<file path="config.mk">
export PLATFORM = sky130hd
export DESIGN_NAME = ccsu_top
export DESIGN_NICKNAME = d
export VERILOG_FILES = /design/src/verilog/ccsu_pkg.sv /design/src/verilog/ccsu_slot_if.sv /design/src/verilog/ccsu_slot_mem.sv /design/src/verilog/ccsu_top.sv
export SDC_FILE = /design/constraint.sdc
export NUM_CORES = 2
export LEC_CHECK = 0
export BUFFER_PORTS_ARGS = -buffer_cell sky130_fd_sc_hd__buf_2
export CORE_ASPECT_RATIO = 1.75
export CORE_MARGIN = 3
export CORE_UTILIZATION = 57
export CTS_CLUSTER_DIAMETER = 30
export CTS_CLUSTER_SIZE = 20
export DETAILED_ROUTE_END_ITERATION = 6
export PLACE_DENSITY = 0.74
export SYNTH_ARGS = -nofsm -noshare
export SYNTH_HDL_FRONTEND = slang
export SYNTH_SLANG_ARGS = --single-unit
</file>
<file path="constraint.sdc">
create_clock -name clk -period 21.8 [get_ports clk]
set_clock_uncertainty 0.15 [all_clocks]
set_input_delay 1.09 -clock clk [delete_from_list [all_inputs] [get_ports clk]]
set_output_delay 1.09 -clock clk [all_outputs]
set_load 0.02 [all_outputs]
</file>
<file path="src/verilog/ccsu_pkg.sv">
// Package for the common command and status unit: command codes, slot
// geometry, status byte layout, error codes and timing constants.
// Assumes a 250 MHz system clock.
package ccsu_pkg;

   // ------------------------------------------------------------------
   // Clock and timing
   // ------------------------------------------------------------------
   localparam int unsigned CLK_MHZ         = 250;
   localparam int unsigned SELFTEST_MS     = 2;      // "a few seconds" scaled as a parameter default
   localparam int unsigned SELFTEST_CYCLES = SELFTEST_MS * 1000 * CLK_MHZ;

   // ------------------------------------------------------------------
   // Configuration slots
   // ------------------------------------------------------------------
   localparam int unsigned CFG_W      = 32;
   localparam int unsigned SLOT_NUM   = 17;
   localparam int unsigned SLOT_W     = 5;
   localparam logic [4:0]  SLOT_MAX   = 5'h10;
   localparam logic [4:0]  SLOT_PDOWN = 5'h00;
   localparam logic [31:0] CFG_FACTORY = 32'h0000_0000;

   // ------------------------------------------------------------------
   // Commands
   // ------------------------------------------------------------------
   localparam logic [3:0] CMD_SAVE      = 4'h1;
   localparam logic [3:0] CMD_RECALL    = 4'h2;
   localparam logic [3:0] CMD_SRE_WR    = 4'h3;
   localparam logic [3:0] CMD_SRE_RD    = 4'h4;
   localparam logic [3:0] CMD_STB_RD    = 4'h5;
   localparam logic [3:0] CMD_CLS       = 4'h6;
   localparam logic [3:0] CMD_RST       = 4'h7;
   localparam logic [3:0] CMD_SYS_PRE   = 4'h8;
   localparam logic [3:0] CMD_STAT_PRE  = 4'h9;
   localparam logic [3:0] CMD_TRG       = 4'ha;
   localparam logic [3:0] CMD_INIT      = 4'hb;
   localparam logic [3:0] CMD_TST       = 4'hc;
   localparam logic [3:0] CMD_WAI       = 4'hd;
   localparam logic [3:0] CMD_ERR_RD    = 4'he;
   localparam logic [3:0] CMD_PSC_WR    = 4'hf;

   // ------------------------------------------------------------------
   // Status byte bit positions
   // ------------------------------------------------------------------
   localparam int unsigned STB_ERRQ = 2;
   localparam int unsigned STB_QUES = 3;
   localparam int unsigned STB_MAV  = 4;
   localparam int unsigned STB_ESB  = 5;
   localparam int unsigned STB_OPER = 7;
   localparam logic [7:0]  STB_RESET = 8'h00;
   localparam logic [7:0]  SRE_RESET = 8'h00;

   // ------------------------------------------------------------------
   // Error queue
   // ------------------------------------------------------------------
   localparam int unsigned  ERRQ_DEPTH    = 20;
   localparam logic [15:0]  ERR_NONE      = 16'h0000;
   localparam logic [15:0]  ERR_OVERFLOW  = 16'hfea2;   // -350
   localparam logic [15:0]  ERR_SELFTEST  = 16'h0276;   // 630
   localparam logic [15:0]  ERR_TRG_IGN   = 16'hff2d;   // -211
   localparam logic [15:0]  ERR_RANGE     = 16'hff22;   // -222
   localparam logic [15:0]  ERR_RCL_EMPTY = 16'hff1f;   // -225 chosen for empty slot

   // ------------------------------------------------------------------
   // Answer codes
   // ------------------------------------------------------------------
   localparam logic [15:0] ANS_PASS = 16'h0000;
   localparam logic [15:0] ANS_FAIL = 16'h0001;

endpackage : ccsu_pkg

</file>
<file path="src/verilog/ccsu_slot_if.sv">
// Interface between the command unit and its slot memory.
// Assumes one clock shared by both modules.
`timescale 1ns/1ns
interface ccsu_slot_if;
   logic        wr_en;
   logic [4:0]  wr_slot;
   logic [31:0] wr_data;
   logic [4:0]  rd_slot;
   logic [31:0] rd_data;
   logic        rd_full;

   modport ctrl (output wr_en, output wr_slot, output wr_data, output rd_slot,
                 input rd_data, input rd_full);
   modport mem  (input wr_en, input wr_slot, input wr_data, input rd_slot,
                 output rd_data, output rd_full);
endinterface : ccsu_slot_if

</file>
<file path="src/verilog/ccsu_slot_mem.sv">
// Seventeen configuration slots with a full flag per slot.
// Assumes the slots stand for nonvolatile storage: rstn clears only the
// full flags of slots 1..16; slot 0 has its flag set so power-down state lives.
`timescale 1ns/1ns
module ccsu_slot_mem (
   input wire logic clk,
   input wire logic rstn,
   ccsu_slot_if.mem slot
);

   logic [31:0] mem_q [ccsu_pkg::SLOT_NUM];
   logic [16:0] full_q;
   logic [16:0] full_d;
   logic [31:0] rd_q;
   logic        rdf_q;

   // ------------------------------------------------------------------
   // Full flags: a write marks its slot as holding a state
   // ------------------------------------------------------------------
   always_comb begin
      full_d = full_q;
      if (slot.wr_en) begin
         full_d[slot.wr_slot] = 1'b1;
      end
   end

   always_ff @(posedge clk or negedge rstn) begin
      if (!rstn) begin
         full_q <= 17'h00001;
      end else begin
         full_q <= full_d;
      end
   end

   // Storage array and registered read; no reset on the data itself
   always_ff @(posedge clk) begin
      if (slot.wr_en) begin
         mem_q[slot.wr_slot] <= slot.wr_data;
      end
      rd_q  <= mem_q[slot.rd_slot];
      rdf_q <= full_q[slot.rd_slot];
   end

   assign slot.rd_data = rd_q;
   assign slot.rd_full = rdf_q;

endmodule : ccsu_slot_mem

</file>
<file path="src/verilog/ccsu_top.sv">
// Common command and status unit: saves configuration slots, keeps the
// status byte and its enable mask, gates bus triggers, runs self-test,
// holds commands for the wait command, and keeps the error queue.
// Assumes commands arrive as one-cycle strobes from a parser in the same
// clock domain; instrument conditions are asynchronous levels.
`timescale 1ns/1ns
module ccsu_top #(
   parameter int unsigned SELFTEST_CYCLES = ccsu_pkg::SELFTEST_CYCLES
) (
   input  wire logic        clk,
   input  wire logic        rstn,
   input  wire logic        cmd_valid,
   input  wire logic [3:0]  cmd_code,
   input  wire logic [7:0]  cmd_arg,
   output logic             cmd_ready,
   input  wire logic [31:0] cfg_live,
   output logic [31:0]      cfg_load,
   output logic             cfg_load_valid,
   input  wire logic        power_down,
   input  wire logic        ques_cond,
   input  wire logic        mav_cond,
   input  wire logic        esb_cond,
   input  wire logic        oper_cond,
   input  wire logic        ops_pending,
   input  wire logic        trig_src_bus,
   input  wire logic        selftest_fail,
   output logic [15:0]      ans_data,
   output logic             ans_valid,
   output logic             srq,
   output logic             trig_out,
   output logic             wait_trig
);

   // ------------------------------------------------------------------
   // Slot memory
   // ------------------------------------------------------------------
   ccsu_slot_if slot_bus ();

   ccsu_slot_mem u_mem (
      .clk  (clk),
      .rstn (rstn),
      .slot (slot_bus.mem)
   );

   // ------------------------------------------------------------------
   // Input synchronisers for asynchronous condition levels
   // ------------------------------------------------------------------
   logic [5:0] sync1_q;
   logic [5:0] sync2_q;

   // Two flops per level; only the second stage is read by logic
   always_ff @(posedge clk or negedge rstn) begin
      if (!rstn) begin
         sync1_q <= 6'h00;
         sync2_q <= 6'h00;
      end else begin
         sync1_q <= {power_down, ques_cond, mav_cond, esb_cond, oper_cond, ops_pending};
         sync2_q <= sync1_q;
      end
   end

   logic pdown_s;
   logic pend_s;
   assign pdown_s = sync2_q[5];
   assign pend_s  = sync2_q[0];

   // ------------------------------------------------------------------
   // State
   // ------------------------------------------------------------------
   typedef enum logic [2:0] {CCSU_BOOT, CCSU_BOOT_RD, CCSU_IDLE, CCSU_RECALL,
                             CCSU_TEST, CCSU_WAIT, CCSU_DOWN} ccsu_state_e;

   ccsu_state_e state_q, state_d;
   logic [7:0]  sre_q, sre_d;
   logic        psc_q, psc_d;
   logic        pwr_rst_q, pwr_rst_d;
   logic        stb_clr_q, stb_clr_d;
   logic [7:0]  stb_q, stb_d;
   logic        srq_q, srq_d;
   logic        wtrig_q, wtrig_d;
   logic        trg_q, trg_d;
   logic [31:0] tcnt_q, tcnt_d;
   logic [4:0]  rslot_q, rslot_d;
   logic [15:0] ans_q, ans_d;
   logic        ansv_q, ansv_d;
   logic [31:0] cfgl_q, cfgl_d;
   logic        cfglv_q, cfglv_d;
   logic        pdone_q, pdone_d;
   logic [15:0] errq_q [ccsu_pkg::ERRQ_DEPTH];
   logic [15:0] errq_d [ccsu_pkg::ERRQ_DEPTH];
   logic [4:0]  ecnt_q, ecnt_d;
   logic        eovf_q, eovf_d;

   // Push one error code onto the queue image, honouring overflow policy
   function automatic void err_push(input logic [15:0] code);
      if (eovf_d) begin
         // Further errors are dropped until an error read or a clear frees a place
      end else if (ecnt_d == 5'(ccsu_pkg::ERRQ_DEPTH)) begin
         errq_d[ccsu_pkg::ERRQ_DEPTH-1] = ccsu_pkg::ERR_OVERFLOW;
         eovf_d = 1'b1;
      end else begin
         errq_d[ecnt_d] = code;
         ecnt_d = ecnt_d + 5'h01;
      end
   endfunction : err_push

   // Factory reset of configuration; slots and the enable mask are kept
   function automatic void factory_reset();
      cfgl_d    = ccsu_pkg::CFG_FACTORY;
      cfglv_d   = 1'b1;
      stb_clr_d = 1'b1;
      wtrig_d   = 1'b0;
   endfunction : factory_reset

   // ------------------------------------------------------------------
   // Next-state logic for command handling
   // ------------------------------------------------------------------
   always_comb begin
      state_d   = state_q;
      sre_d     = sre_q;
      psc_d     = psc_q;
      pwr_rst_d = pwr_rst_q;
      stb_clr_d = 1'b0;
      wtrig_d   = wtrig_q;
      trg_d     = 1'b0;
      tcnt_d    = tcnt_q;
      rslot_d   = rslot_q;
      ans_d     = ans_q;
      ansv_d    = 1'b0;
      cfgl_d    = cfgl_q;
      cfglv_d   = 1'b0;
      pdone_d   = pdone_q;
      errq_d    = errq_q;
      ecnt_d    = ecnt_q;
      eovf_d    = eovf_q;
      slot_bus.wr_en   = 1'b0;
      slot_bus.wr_slot = ccsu_pkg::SLOT_PDOWN;
      slot_bus.wr_data = cfg_live;
      // Read address held in a register so the slot stays put while the memory reads
      slot_bus.rd_slot = rslot_q;
      if (!pdown_s) begin
         pdone_d = 1'b0;
      end
      case (state_q)
         CCSU_BOOT: begin
            // Power-up: recall power-down state; rstn clears pwr_rst_q, so factory reset is never chosen here
            if (pwr_rst_q) begin
               factory_reset();
               state_d = CCSU_IDLE;
            end else begin
               state_d = CCSU_BOOT_RD;
            end
         end
         CCSU_BOOT_RD: begin
            state_d = CCSU_RECALL;
         end
         CCSU_RECALL: begin
            // Registered read data from the memory is valid now
            if (slot_bus.rd_full) begin
               cfgl_d  = slot_bus.rd_data;
               cfglv_d = 1'b1;
            end else begin
               err_push(ccsu_pkg::ERR_RCL_EMPTY);
            end
            state_d = CCSU_IDLE;
         end
         CCSU_TEST: begin
            if (tcnt_q == 32'(SELFTEST_CYCLES - 1)) begin
               ansv_d = 1'b1;
               if (selftest_fail) begin
                  ans_d = ccsu_pkg::ANS_FAIL;
                  err_push(ccsu_pkg::ERR_SELFTEST);
               end else begin
                  ans_d = ccsu_pkg::ANS_PASS;
               end
               factory_reset();
               state_d = CCSU_IDLE;
            end else begin
               tcnt_d = tcnt_q + 32'h1;
            end
         end
         CCSU_WAIT: begin
            // Later commands stall on cmd_ready until nothing is pending
            if (!pend_s) begin
               state_d = CCSU_IDLE;
            end
         end
         CCSU_DOWN: begin
            state_d = CCSU_IDLE;
         end
         default: begin
            if (pdown_s && !pdone_q) begin
               slot_bus.wr_en   = 1'b1;
               slot_bus.wr_slot = ccsu_pkg::SLOT_PDOWN;
               pdone_d          = 1'b1;
               state_d          = CCSU_DOWN;
            end else if (cmd_valid) begin
               case (cmd_code)
                  ccsu_pkg::CMD_SAVE: begin
                     if (cmd_arg[7:5] == 3'h0 && cmd_arg[4:0] <= ccsu_pkg::SLOT_MAX) begin
                        slot_bus.wr_en   = 1'b1;
                        slot_bus.wr_slot = cmd_arg[4:0];
                     end else begin
                        err_push(ccsu_pkg::ERR_RANGE);
                     end
                  end
                  ccsu_pkg::CMD_RECALL: begin
                     if (cmd_arg[7:5] == 3'h0 && cmd_arg[4:0] <= ccsu_pkg::SLOT_MAX) begin
                        rslot_d = cmd_arg[4:0];
                        state_d = CCSU_BOOT_RD;
                     end else begin
                        err_push(ccsu_pkg::ERR_RANGE);
                     end
                  end
                  ccsu_pkg::CMD_SRE_WR: begin
                     sre_d = cmd_arg;
                  end
                  ccsu_pkg::CMD_SRE_RD: begin
                     ans_d  = {8'h00, sre_q};
                     ansv_d = 1'b1;
                  end
                  ccsu_pkg::CMD_STB_RD: begin
                     ans_d  = {8'h00, stb_q};
                     ansv_d = 1'b1;
                  end
                  ccsu_pkg::CMD_CLS: begin
                     ecnt_d = 5'h00;
                     eovf_d = 1'b0;
                  end
                  ccsu_pkg::CMD_RST: begin
                     factory_reset();
                  end
                  ccsu_pkg::CMD_INIT: begin
                     wtrig_d = trig_src_bus;
                  end
                  ccsu_pkg::CMD_TRG: begin
                     if (wtrig_q) begin
                        trg_d   = 1'b1;
                        wtrig_d = 1'b0;
                     end else begin
                        err_push(ccsu_pkg::ERR_TRG_IGN);
                     end
                  end
                  ccsu_pkg::CMD_TST: begin
                     tcnt_d  = 32'h0;
                     state_d = CCSU_TEST;
                  end
                  ccsu_pkg::CMD_WAI: begin
                     state_d = CCSU_WAIT;
                  end
                  ccsu_pkg::CMD_ERR_RD: begin
                     ansv_d = 1'b1;
                     if (ecnt_q == 5'h00) begin
                        ans_d = ccsu_pkg::ERR_NONE;
                     end else begin
                        ans_d = errq_q[0];
                        for (int i = 0; i < ccsu_pkg::ERRQ_DEPTH - 1; i++) begin
                           errq_d[i] = errq_q[i+1];
                        end
                        ecnt_d = ecnt_q - 5'h01;
                        eovf_d = 1'b0;
                     end
                  end
                  ccsu_pkg::CMD_PSC_WR: begin
                     psc_d     = cmd_arg[0];
                     pwr_rst_d = cmd_arg[1];
                  end
                  default: begin
                     // Presets change nothing held here
                  end
               endcase
            end
         end
      endcase
   end

   // ------------------------------------------------------------------
   // Status byte and service request
   // ------------------------------------------------------------------
   always_comb begin
      stb_d = ccsu_pkg::STB_RESET;
      if (!stb_clr_d) begin
         stb_d[ccsu_pkg::STB_ERRQ] = (ecnt_d != 5'h00);
         stb_d[ccsu_pkg::STB_QUES] = sync2_q[4];
         stb_d[ccsu_pkg::STB_MAV]  = sync2_q[3];
         stb_d[ccsu_pkg::STB_ESB]  = sync2_q[2];
         stb_d[ccsu_pkg::STB_OPER] = sync2_q[1];
      end
      srq_d = |(stb_d & sre_d);
   end

   // Register stage; the power-on mask value is always SRE_RESET, since rstn sets psc_q
   always_ff @(posedge clk or negedge rstn) begin
      if (!rstn) begin
         state_q   <= CCSU_BOOT;
         sre_q     <= ccsu_pkg::SRE_RESET;
         psc_q     <= 1'b1;
         pwr_rst_q <= 1'b0;
         stb_clr_q <= 1'b0;
         stb_q     <= ccsu_pkg::STB_RESET;
         srq_q     <= 1'b0;
         wtrig_q   <= 1'b0;
         trg_q     <= 1'b0;
         tcnt_q    <= 32'h0;
         rslot_q   <= ccsu_pkg::SLOT_PDOWN;
         ans_q     <= 16'h0000;
         ansv_q    <= 1'b0;
         cfgl_q    <= ccsu_pkg::CFG_FACTORY;
         cfglv_q   <= 1'b0;
         pdone_q   <= 1'b0;
         ecnt_q    <= 5'h00;
         eovf_q    <= 1'b0;
      end else begin
         state_q   <= state_d;
         sre_q     <= (state_q == CCSU_BOOT && psc_q) ? ccsu_pkg::SRE_RESET : sre_d;
         psc_q     <= psc_d;
         pwr_rst_q <= pwr_rst_d;
         stb_clr_q <= stb_clr_d;
         stb_q     <= stb_d;
         srq_q     <= srq_d;
         wtrig_q   <= wtrig_d;
         trg_q     <= trg_d;
         tcnt_q    <= tcnt_d;
         rslot_q   <= rslot_d;
         ans_q     <= ans_d;
         ansv_q    <= ansv_d;
         cfgl_q    <= cfgl_d;
         cfglv_q   <= cfglv_d;
         pdone_q   <= pdone_d;
         ecnt_q    <= ecnt_d;
         eovf_q    <= eovf_d;
      end
   end

   // Queue storage is data only; the count defines validity
   always_ff @(posedge clk) begin
      errq_q <= errq_d;
   end

   // Ready is registered; low while busy so the parser stalls
   logic rdy_q;
   always_ff @(posedge clk or negedge rstn) begin
      if (!rstn) begin
         rdy_q <= 1'b0;
      end else begin
         rdy_q <= (state_d == CCSU_IDLE);
      end
   end

   assign cmd_ready      = rdy_q;
   assign cfg_load       = cfgl_q;
   assign cfg_load_valid = cfglv_q;
   assign ans_data       = ans_q;
   assign ans_valid      = ansv_q;
   assign srq            = srq_q;
   assign trig_out       = trg_q;
   assign wait_trig      = wtrig_q;

endmodule : ccsu_top

</file>
==> impl_results.md <==
* Worst path slowest cell: buf_4
* Metal-1 WL at about 37000 µm
* Status: finished, final reports clean
* NumNets Final at 3356
* Detailed Route WL at about 110000 µm
* Startpoint types: flip-flop
* Setup TNS at 0 ns
* Number of synthesized register bits at 1042
* Vias in the first global route at 28300
* Pwr/cell area at 109 mW/mm²
* Gr usage total at 26.7%
* Drt pass-1 iters at 5
* Syn nets at about 3300
* Gpl congestion at around 0.89
* Ys async rst share at between 10 and 15%
* Crit-path max cell delay at around 0.93 ns
* Vias per cell at 6.19
* Main area contributors after synthesis: edfxtp_1, mux4_2, dfrtp_1, o21ai_0, nand2_1
* Most frequent cells in the layout: edfxtp_1, nand2_1, o21ai_0
* Mapped Cells at ~3200
* CP top delay family: buffers and inverters
* Die height at around 370 µm
* Routed len/inst at roughly 24 µm
* Final Setup Violations at 0
* Top Ports at roughly 110
* Post-synth design cell area at between 0.04 and 0.05 mm²
* Post-synthesis cell type count at 70
* Max Buffers Root-to-Sink at 3
* CTS Sinks at 1042
* Max Cap Viol at 0
* Total gr overflow at 0
* RSZ-0062 raised after global routing: no
* Worst Path Arrival at approximately 5.4 ns
* Initial core utilization at between 50% and 60%
* Smallest setup slack after layout at around 17 ns
* DR DRC count at 0
* Pleak at about 17 nW
* Hold Path Class: reg2reg
* Initial antenna violation count at 7
* Relative max-transition margin at about a tenth
* Util after Layout at between 60 and 70%
* Sequential power share at a little under half
* Core area at about 0.076 mm²
* Slew Viols, Final at 0
* Drt first-iter violations at about 2500
* Top FF cell, synth: edfxtp_1
* # H-tree levels at 3
* Final hold violations at 0
* Met2 WL at around 57000 µm
* Switch Pwr at roughly 1.6 mW
* Top routing layer in use: met5
* Cell taking the most area after synthesis: edfxtp_1
* Post-synthesis sequential area ratio at a little over two thirds
* Peak supply drop at just under 0.0001 V
* Place WS at between 15 and 20 ns
* # rows at 133
* Layout cell share with drive strength beyond 1 at around a fifth
* Pin count of the biggest net entering global routing at around 250
* Antenna Nets Post-Route at 0
* Max Fclk at ~190 MHz
* Most common cell after layout, fill and taps aside: edfxtp_1
* Clock Latency Late Sink at 0.71 ns
* Clk slew on worst S/H paths at roughly 0.060 ns
* Worst setup EP type: flip-flop
* Crit path kind: reg2reg
* Routed length on met3 at approximately 6700 µm
* Buf+Inv Stages, Crit Path at 3
* CTS Hold Bufs at 0
* Combinational Power Share at between 15 and 20%
* Critical Path RT at ~22 ns
* First-pass GRT wire length at approximately 160000 µm
* IO buf count at 108
* Yosys warns at 0
* Post-CTS setup repair buffer count at 0
* WHS at approximately 0.22 ns
* Clock Tree Root: clkbuf_16
* CTS resizes at 0
* Syn_area_per_cell at between 10 and 15 µm²
* Slew @ Worst Pin at 1.34 ns
* Die W at between 200 and 250 µm
* CTS tree: built
* Final HPWL DP at 62600 µm
* Int Pwr at 3.80 mW
* Yosys top cell area share at roughly three fifths
* Crit path cell chain: nor2_1 > nand2_1 > buf_4 > nand2_1 > nor2_4 > a21oi_1 > nor2_4 > buf_12 > buf_4
* Die area at ~0.08 mm²
* Crit path time final at ~5.2 ns
* Clock power share at between 30% and 40%
* Net switching fraction of the power at between 20% and 30%
* Power, Total at roughly 5.4 mW
* Final period util at 24.0%
* Area grow syn2layout at 13.4%
* Via count at 27300
* Number of enable flip-flop cells after synthesis at roughly 860
* Total CTS buffers at 120
* Crit Path Max Fanout at ~210
worst paths after layout:
| check | start | to | slack [ns] | depth (start not counted) |
|---|---|---|---|---|
| max | state_q[1] | errq_q[229] | 16.57 | 9 |
| min | sync1_q[5] | sync2_q[5] | 0.22 | 0 |
| max reg2reg | state_q[1] | errq_q[229] | 16.57 | 9 |
| min reg2reg | sync1_q[5] | sync2_q[5] | 0.22 | 0 |
| max in group asynchronous | rstn | rslot_q[0] | 19.74 | 2 |
| min in group asynchronous | rstn | cfg_load[27] | 0.29 | 1 |
state kept, by name, summed over array words and instances (netlist names), 8 cells and up:
signal              count
u_mem.mem_q           544
errq_q                320
cfg_load               32
tcnt_q                 32
u_mem.slot.rd_data     32
u_mem.full_q           17
ans_data               16
sre_q                   8
area by class of cell:
class                   instances  area [µm²]
flip-flops and latches       1042       30200
well taps                    1012        1270
diodes                          3        7.51
multi-input cells            1926       12600
repair buffers                160         960
clock inverters               101        1090
fillers                      5385       26100
clock buffers                 127        3070
inverters                      44         165
cell usage after synthesis, types with 15 or more instances:
master      n
edfxtp_1  864
nand2_1   457
o21ai_0   392
nor2_1    344
mux4_2    165
a21oi_1   158
dfrtp_1   143
clkbuf_1  130
nand3_1    60
mux2_2     44
inv_1      43
dfxtp_1    33
nor3_1     31
buf_2      25
or2_2      22
nand2b_1   21
buf_1      18
o31ai_1    16
or3_1      16
nor2b_1    15
logic make-up (layout without fill, tap and decap cells):
group / after synthesis / in the layout / synth area share (%)
AOI/OAI and AO/OA: 643 / 643 / 7.95
xor gates and xnor gates: 11 / 11 / 0.221
adders and majority gates: 7 / 7 / 0.218
buffers and inverters: 223 / 432 / 2.04
DFF: 1042 / 1042 / 69.3
muxes: 212 / 212 / 9.73
other: 0 / 3 / 0
and+or+nand+nor: 1053 / 1053 / 10.5
metrics by stage:
step,std cells,instance area [µm²]
floorplan,3191,43600
CTS,4411,49400
global placement,4183,45300
global route,4412,49400
detailed placement,4183,45300
finish,4415,49500
power by group through the flow:
stage          combinational (mW)  clock, mW  sequential [mW]
2_1_floorplan               0.545          0             2.58
3_3_place_gp                0.799          0             2.55
3_5_place_dp                0.825          0             2.56
4_1_cts                     0.831       2.07             2.52
5_1_grt                     0.913       2.15             2.54
6_report                    0.832       2.04             2.52
per-layer routing:
| metal | vias to the layer above | GRT usage (%) |
|---|---|---|
| met4 | 12 | 13.5 |
| met5 | - | 0 |
| met1 | 13700 | 30.3 |
| li1 | 12100 | - |
| met2 | 1186 | 49.1 |
| met3 | 311 | 3.89 |
Note: power is estimated with default switching activity, not from simulation.
